===== config.mk =====
export PLATFORM = sky130hd
export DESIGN_NAME = pwmfr_trip_recovery
export DESIGN_NICKNAME = d
export VERILOG_FILES = /design/src/shared/pwmfr_pkg.sv /design/src/rtl/pwmfr_trip_recovery.sv
export SDC_FILE = /design/constraint.sdc
export NUM_CORES = 1
export LEC_CHECK = 0
export BUFFER_PORTS_ARGS = -buffer_cell sky130_fd_sc_hd__buf_2
export CAP_MARGIN = 15
export CORE_MARGIN = 2
export CORE_UTILIZATION = 44
export CTS_BUF_LIST = sky130_fd_sc_hd__clkbuf_16
export DETAILED_ROUTE_END_ITERATION = 12
export GPL_ROUTABILITY_DRIVEN = 0
export GPL_TIMING_DRIVEN = 0
export PLACE_DENSITY = 0.74
export SLEW_MARGIN = 20
export SYNTH_ARGS = -nofsm -noshare
export SYNTH_HDL_FRONTEND = slang
export SYNTH_SLANG_ARGS = --single-unit

===== constraint.sdc =====
create_clock -name ref_clk -period 1.55 [get_ports ref_clk]
set_input_delay 0.31 -clock ref_clk [delete_from_list [all_inputs] [get_ports ref_clk]]
set_output_delay 0.31 -clock ref_clk [all_outputs]
set_load 0.005 [all_outputs]

===== src/shared/pwmfr_pkg.sv =====
/*
 * pwmfr_pkg: shared constants and types of the pwm trip status and
 * recovery block: register indices, field positions, reset values,
 * apb carrier structs and the recovery state type.
 * assumes a 32-bit apb with byte addresses of four times the index.
 */
package pwmfr_pkg;

   // ----------------------------------------------------------------
   // bus widths
   // ----------------------------------------------------------------
   localparam int ADDR_W = 16;
   localparam int DATA_W = 32;
   localparam int REG_W = 8;

   // ----------------------------------------------------------------
   // register indices (byte address is four times the index)
   // ----------------------------------------------------------------
   localparam logic [11:0] IDX_MASK = 12'hF24;
   localparam logic [11:0] IDX_STATUS = 12'hF25;
   localparam logic [11:0] IDX_PINS = 12'hF26;
   localparam logic [11:0] IDX_CTRL = 12'hF28;
   localparam logic [11:0] IDX_IRQ_PEND = 12'hF2A;
   localparam logic [11:0] IDX_IRQ_MASK = 12'hF2B;

   // ----------------------------------------------------------------
   // status, mask and interrupt layout
   // ----------------------------------------------------------------
   localparam int BIT_RELOAD = 7;
   localparam int BIT_DEBUG = 5;
   localparam int BIT_TRIP_B = 2;
   localparam int BIT_COMP = 1;
   localparam int BIT_TRIP_A = 0;
   localparam logic [7:0] STATUS_USED = 8'hA7;
   localparam logic [7:0] FAULT_FLAGS = 8'h27;
   localparam logic [7:0] HOLD_FLAGS = 8'h07;

   // ----------------------------------------------------------------
   // control layout
   // ----------------------------------------------------------------
   localparam int BIT_DBG_RCV = 6;
   localparam int BIT_B_IRQ = 5;
   localparam int BIT_B_RCV = 4;
   localparam int BIT_C_IRQ = 3;
   localparam int BIT_C_RCV = 2;
   localparam int BIT_A_IRQ = 1;
   localparam int BIT_A_RCV = 0;
   localparam logic [7:0] CTRL_USED = 8'h7F;

   // ----------------------------------------------------------------
   // pin sample layout and reset values
   // ----------------------------------------------------------------
   localparam int BIT_PIN_TRIP_A = 6;
   localparam logic [7:0] RST_REG = 8'h00;

   // ----------------------------------------------------------------
   // carrier types
   // ----------------------------------------------------------------
   typedef struct packed {
      logic psel;
      logic penable;
      logic pwrite;
      logic [ADDR_W-1:0] paddr;
      logic [DATA_W-1:0] pwdata;
   } pwmfr_apb_req_t;

   typedef struct packed {
      logic [DATA_W-1:0] prdata;
      logic pready;
      logic pslverr;
   } pwmfr_apb_rsp_t;

   typedef enum logic [1:0] {
      ST_IDLE,
      ST_FAULTED,
      ST_WAIT_RELOAD
   } pwmfr_state_t;

   // byte address of a register index
   function automatic logic [ADDR_W-1:0] pwmfr_byte_addr(
      input logic [11:0] idx);
      return {2'b00, idx, 2'b00};
   endfunction

endpackage


===== src/rtl/pwmfr_trip_recovery.sv =====
/*
 * pwmfr_trip_recovery: trip status flags, trip masks, recovery control,
 * pin sampling and interrupt of a three-pair pwm unit, on apb.
 * assumes reload_evt is a one-cycle pulse from the pwm timer and that
 * all inputs are synchronous to ref_clk.
 */
// Chosen here: register access over APB.
`timescale 1ns/1ns

// How it works
// - reload pulse sets status bit 7, held until software clears it
// - entering debug mode sets and holds status bit 5
// - asserted secondary trip sets and holds status bit 2
// - asserted comparator trip sets and holds status bit 1
// - asserted primary trip pin sets and holds status bit 0
// - a flag clears only by writing one to its bit
// - debug automatic recovery waits for no trips and next period start
// - trip automatic recovery releases outputs once no trip is asserted
// - software recovery needs no trips, cleared flags, then a reload
// - control bit 5 enables the secondary trip interrupt
// - control bit 3 enables the comparator trip interrupt
// - control bit 1 enables the primary trip interrupt
// - pin sample bit 6 reads the live primary trip pin level
// - pin sample bits 5 to 0 read the six pwm pin levels
// - a masked trip source never sets its flag; debug entry sets bit 5 even when masked
// - clearing write to trip flag bits 2 to 0 ignored while that flag's source stays asserted
// - while faulted all six pwm outputs are forced off
module pwmfr_trip_recovery
#(
   parameter logic TRIP_A_ACTIVE = 1'b0,
   parameter logic TRIP_B_ACTIVE = 1'b0
)
(
   // clock and reset
   input wire logic ref_clk,
   input wire logic arst_n,
   // register bus
   input wire pwmfr_pkg::pwmfr_apb_req_t apb_req,
   output pwmfr_pkg::pwmfr_apb_rsp_t apb_rsp,
   // trip sources
   input wire logic trip_a_pin,
   input wire logic trip_b_input,
   input wire logic comparator_trip,
   input wire logic debug_mode,
   // timer and pins
   input wire logic reload_evt,
   input wire logic [5:0] pwm_pin_level,
   // output forcing and interrupt
   output logic pwm_force_off,
   output logic irq
);
   import pwmfr_pkg::*;

   // ----------------------------------------------------------------
   // registers and state
   // ----------------------------------------------------------------
   logic [7:0] trip_mask_reg;
   logic [7:0] trip_status_reg;
   logic [7:0] trip_control_reg;
   logic [7:0] irq_pend;
   logic [7:0] irq_mask;
   logic [7:0] cause;
   logic [7:0] src_act_q;
   logic debug_q;
   logic [DATA_W-1:0] rdata_q;
   logic err_q;
   pwmfr_state_t state;
   pwmfr_state_t next_state;

   // ----------------------------------------------------------------
   // apb decode
   // ----------------------------------------------------------------
   logic setup;
   logic wr;
   logic hit_mask;
   logic hit_status;
   logic hit_pins;
   logic hit_ctrl;
   logic hit_pend;
   logic hit_imask;
   logic hit_any;
   logic [7:0] wdata;

   // address match and phase strobes
   assign setup = apb_req.psel & ~apb_req.penable;
   assign wr = apb_req.psel & apb_req.penable & apb_req.pwrite;
   assign hit_mask = apb_req.paddr == pwmfr_byte_addr(IDX_MASK);
   assign hit_status = apb_req.paddr == pwmfr_byte_addr(IDX_STATUS);
   assign hit_pins = apb_req.paddr == pwmfr_byte_addr(IDX_PINS);
   assign hit_ctrl = apb_req.paddr == pwmfr_byte_addr(IDX_CTRL);
   assign hit_pend = apb_req.paddr == pwmfr_byte_addr(IDX_IRQ_PEND);
   assign hit_imask = apb_req.paddr == pwmfr_byte_addr(IDX_IRQ_MASK);
   assign hit_any = hit_mask | hit_status | hit_pins | hit_ctrl
      | hit_pend | hit_imask;
   assign wdata = apb_req.pwdata[7:0];

   // ----------------------------------------------------------------
   // trip sources
   // ----------------------------------------------------------------
   logic [7:0] src_raw;
   logic [7:0] src_act;
   logic [7:0] src_rise;
   logic debug_entry;

   // raw levels in status layout, then masked by the mask register
   assign src_raw = {2'b00, debug_mode, 2'b00,
      trip_b_input == TRIP_B_ACTIVE, comparator_trip,
      trip_a_pin == TRIP_A_ACTIVE};
   assign src_act = src_raw & ~trip_mask_reg & FAULT_FLAGS;
   assign src_rise = src_act & ~src_act_q;
   assign debug_entry = debug_mode & ~debug_q;

   // ----------------------------------------------------------------
   // status flags
   // ----------------------------------------------------------------
   logic [7:0] flag_set;
   logic [7:0] flag_clr;
   logic [7:0] next_status;

   // hardware sets win over a clearing write in the same cycle
   assign flag_set = {reload_evt, 1'b0, debug_entry, 2'b00,
      src_act[2:0]};
   assign flag_clr = (wr & hit_status) ? wdata & STATUS_USED
      & ~(src_raw & HOLD_FLAGS) : 8'h00;
   assign next_status = ((trip_status_reg & ~flag_clr) | flag_set)
      & STATUS_USED;

   // ----------------------------------------------------------------
   // interrupt pending
   // ----------------------------------------------------------------
   logic [7:0] irq_en;
   logic [7:0] irq_evt;
   logic [7:0] pend_clr;

   // trip source enables from the control register, reload and debug always enabled
   assign irq_en = {1'b1, 1'b0, 1'b1, 2'b00,
      trip_control_reg[BIT_B_IRQ],
      trip_control_reg[BIT_C_IRQ],
      trip_control_reg[BIT_A_IRQ]};
   assign irq_evt = flag_set & {3'b111, 2'b00, src_rise[2:0]}
      & irq_en;
   assign pend_clr = (wr & hit_pend) ? wdata & STATUS_USED : 8'h00;
   assign irq = |(irq_pend & irq_mask);

   // ----------------------------------------------------------------
   // recovery decision
   // ----------------------------------------------------------------
   logic [7:0] rcv_sw;
   logic [7:0] cause_all;
   logic any_src;
   logic sw_needed;
   logic flags_clear;

   // software restart bit of each source, in status layout
   assign rcv_sw = {2'b00, trip_control_reg[BIT_DBG_RCV], 2'b00,
      trip_control_reg[BIT_B_RCV], trip_control_reg[BIT_C_RCV],
      trip_control_reg[BIT_A_RCV]};
   assign cause_all = cause | src_act;
   assign any_src = |src_act;
   assign sw_needed = |(cause_all & rcv_sw);
   assign flags_clear = (trip_status_reg & FAULT_FLAGS) == 8'h00;
   assign pwm_force_off = (state != ST_IDLE) | any_src;

   // next recovery state
   always_comb
   begin
      next_state = state;
      case (state)
         ST_IDLE:
         begin
            if (any_src)
               next_state = ST_FAULTED;
         end
         ST_FAULTED:
         begin
            if (!any_src)
            begin
               if (sw_needed)
               begin
                  if (flags_clear)
                     next_state = ST_WAIT_RELOAD;
               end
               else if (cause_all[BIT_DEBUG])
                  next_state = ST_WAIT_RELOAD;
               else
                  next_state = ST_IDLE;
            end
         end
         ST_WAIT_RELOAD:
         begin
            if (any_src)
               next_state = ST_FAULTED;
            else if (reload_evt)
               next_state = ST_IDLE;
         end
         default:
            next_state = ST_FAULTED;
      endcase
   end

   // ----------------------------------------------------------------
   // read data
   // ----------------------------------------------------------------
   logic [7:0] pins_val;
   logic [7:0] rd_val;

   // live pin levels, primary trip pin above the six pwm pins
   assign pins_val = {1'b0, trip_a_pin, pwm_pin_level};
   assign rd_val = hit_mask ? trip_mask_reg & FAULT_FLAGS
      : hit_status ? trip_status_reg
      : hit_pins ? pins_val
      : hit_ctrl ? trip_control_reg
      : hit_pend ? irq_pend
      : hit_imask ? irq_mask
      : 8'h00;

   // ----------------------------------------------------------------
   // flip-flops
   // ----------------------------------------------------------------

   // software written registers
   always_ff @(posedge ref_clk or negedge arst_n)
   begin
      if (!arst_n)
      begin
         trip_mask_reg <= RST_REG;
         trip_control_reg <= RST_REG;
         irq_mask <= RST_REG;
      end
      else if (wr)
      begin
         if (hit_mask)
            trip_mask_reg <= wdata & FAULT_FLAGS;
         if (hit_ctrl)
            trip_control_reg <= wdata & CTRL_USED;
         if (hit_imask)
            irq_mask <= wdata & STATUS_USED;
      end
   end

   // sticky flags and source history
   always_ff @(posedge ref_clk or negedge arst_n)
   begin
      if (!arst_n)
      begin
         trip_status_reg <= RST_REG;
         irq_pend <= RST_REG;
         src_act_q <= 8'h00;
         debug_q <= 1'b0;
      end
      else
      begin
         trip_status_reg <= next_status;
         irq_pend <= (irq_pend & ~pend_clr) | irq_evt;
         src_act_q <= src_act;
         debug_q <= debug_mode;
      end
   end

   // recovery state and latched fault causes
   always_ff @(posedge ref_clk or negedge arst_n)
   begin
      if (!arst_n)
      begin
         state <= ST_IDLE;
         cause <= 8'h00;
      end
      else
      begin
         state <= next_state;
         cause <= (next_state == ST_IDLE) ? 8'h00 : cause_all;
      end
   end

   // read data captured in the setup cycle, answered with no wait
   always_ff @(posedge ref_clk or negedge arst_n)
   begin
      if (!arst_n)
      begin
         rdata_q <= '0;
         err_q <= 1'b0;
      end
      else if (setup)
      begin
         rdata_q <= {{(DATA_W-8){1'b0}}, rd_val};
         err_q <= ~hit_any;
      end
   end

   assign apb_rsp = '{prdata: rdata_q, pready: 1'b1, pslverr: err_q};
endmodule


==> impl_metrics.tcl <==
set metrics [dict create \
    rows 27 \
    layout.nets 397 \
    critPathKind "flop to output pin" \
    root_buffer "clkbuf_16" \
    avgSynthCellArea_um2 10.4 \
    synth-adder-area-share 0 \
    synth-seq-cells 45 \
    drv_cap 0 \
    postPlaceCellArea_um2 2950 \
    diodes 0 \
    finalCriticalPeriod_ns 2.02 \
    worstSetupStartpoint "trip_mask_reg[0]" \
    dieHeight_um 79.3 \
    tightest_slew_ns 0.568 \
    num_io_pins 100 \
    p_leak_nw 1.58 \
    path_clk_slew_ns 0.06 \
    synthSimpleGateAreaFrac 0.207 \
    cts_made_buffers 5 \
    synth-seq-area-share 0.451 \
    ctsHoldBuffers 0 \
    setup_viol 8 \
    dp.final_hpwl_um 4410 \
    timing.final.ws_setup_ns -0.468 \
    async_flop_share 1.00 \
    first_pass_iters 4 \
    finalMaxSlewViolations 0 \
    period_share 1.30 \
    synth_compound_area_frac 0.133 \
    cp_data_arrival_time_ns 1.71 \
    viasPerCell 5.21 \
    rsz0062_at_grt "yes" \
    cp_max_fo 5 \
    grt_pass1_vias 1921 \
    stdcell_area_um2 3340 \
    regArea_um2 1130 \
    tritoncts "yes" \
    grt_usage 0.197 \
    ir_drop_v 0.000543 \
    synth_top_family_by_area "simple AND/OR/NAND/NOR gates" \
    finClkSkew_ns 0.00542 \
    dieWidth_um 79.3 \
    timing.rr.start "trip_mask_reg[0]" \
    drt_iter0_drc 150 \
    grt_overflow 0 \
    synth-edff-count 0 \
    vias 2111 \
    grt_pass1_wl_um 9470 \
    start_util 0.453 \
    core_um2 5510 \
    hp-class "input pin to async pin" \
    crit_path_start_kind "flop" \
    synth_cell_type_count 52 \
    end_kind "output pin" \
    ant_nets 0 \
    fill_cells 457 \
    clock-sinks 45 \
    multi_input_area_um2 1330 \
    slew-limit-headroom 0.621 \
    htree_levels 2 \
    largest_register_ffs 8 \
    grt_max_degree 46 \
    wl_per_cell_um 15.2 \
    yosys_warnings 0 \
    utilization 0.607 \
    synthCells 241 \
    clkLatencyLatePin_ns 0.28 \
    die_area_um2 6290 \
    violations "negative setup slack" \
    antenna_found_initial 0 \
    drive_gt1_frac 0.411 \
    outcome "finished with violations" \
    fin_total_pwr_mw 2.66 \
    fmax_mhz 495 \
    port_buffers 49 \
    syn_area_um2 2500 \
    wl_um 6150 \
    reg2reg_slack_ns -0.17 \
    hold_violations 0 \
    crit_required_ns 1.24 \
    powerDensity_nw_per_um2 795 \
    cts_buffer_depth 2 \
    drc_errors 0 \
    whs_ns 0.0255 \
    synthMuxAreaShare 0.104 \
    synth_xor_area_frac 0 \
    finalSetupTns_ns -1.23 \
    synth_flop_cell "dfrtp_1" \
    area_growth_pct 33.8 \
]
==> final timing paths <==
check,to,cells after the start
worst min register to register,rdata_q[7],2
worst max register to register,cause[5],6
max in group asynchronous,src_act_q[1],1
min in group ref_clk,debug_q,1
worst max-delay path,pwm_force_off,4
worst min-delay path,irq_mask[0],1
==> per-stage QoR <==
stage	setup slack (ns)	std cells
after floorplan	-0.184	264
after global routing	-0.526	405
after detailed placement	-0.432	385
after global placement	-0.435	385
after CTS	-0.479	399
final	-0.468	405
==> critical path, cell delays in order (launching register included) <==
cell,delay (ns)
dfrtp_1,0.37
nor2_2,0.08
or4_4,0.52
or3_1,0.32
buf_2,0.13
==> cell type report <==
class,instances,share of cell area
multi-input combinational,181,0.399
sequential,45,0.337
timing repair buffer,63,0.115
buffer,30,0.0659
clock buffer,5,0.0375
tap,72,0.0270
clock inverter,2,0.0105
inverter,7,0.00787
==> per-layer routing <==
metal	GRT usage	vias to the layer above	wire [um]
met5	0	-	0
met4	0.0621	0	76
met3	0.0364	6	396
met2	0.322	78	2990
met1	0.265	1029	2690
li1	-	998	-
==> Yosys cell counts, drive strengths merged, types with 3 or more instances <==
master | number | area (um^2)
a211oi | 4 | 35.0
a21o | 5 | 37.5
a21oi | 3 | 15.0
a22oi | 3 | 22.5
a31oi | 6 | 37.5
a32o | 3 | 30.0
and4bb | 3 | 37.5
buf | 30 | 224
dfrtp | 45 | 1130
inv | 7 | 26.3
mux2 | 16 | 180
mux2i | 8 | 80.1
nand2 | 21 | 78.8
nand2b | 4 | 25.0
nand3 | 5 | 25.0
nor2 | 19 | 83.8
nor2b | 4 | 32.5
nor3 | 9 | 55.1
nor3b | 3 | 32.5
o21ai | 15 | 75.1
o221ai | 3 | 26.3
==> placed cells by master, fill, tap and decap left out, types with 7 or more instances in the layout <==
cell type,instances
nand2_1,18
inv_1,7
dfrtp_1,45
mux2_1,7
conb_1,25
buf_4,39
mux2i_1,8
o21ai_0,11
buf_2,49
mux2_4,8
nor2_1,14
==> kinds of logic after synthesis <==
kind of cell           count (synthesis)
AO/OA/AOI/OAI                         48
buffers and inverters                 38
flip-flops                            45
multiplexers                          24
other                                  2
AND/OR/NAND/NOR                       84
==> repair_timing <==
| action | CTS | global route |
|---|---|---|
| setup buffers | 8 | 6 |
| resized for setup | 6 | 19 |
| pin swaps | 4 | 10 |
| endpoints found under the setup margin | 14 | 27 |
==> where the power goes <==
| part | switching [mW] | leakage (nW) | internal [mW] |
|---|---|---|---|
| combinational | 0.150 | 0.956 | 0.139 |
| sequential | 0.0128 | 0.547 | 1.20 |
| clock | 0.408 | 0.0797 | 0.747 |
| total | 0.571 | 1.58 | 2.08 |
No activity file was read; power rests on OpenSTA's default activity.
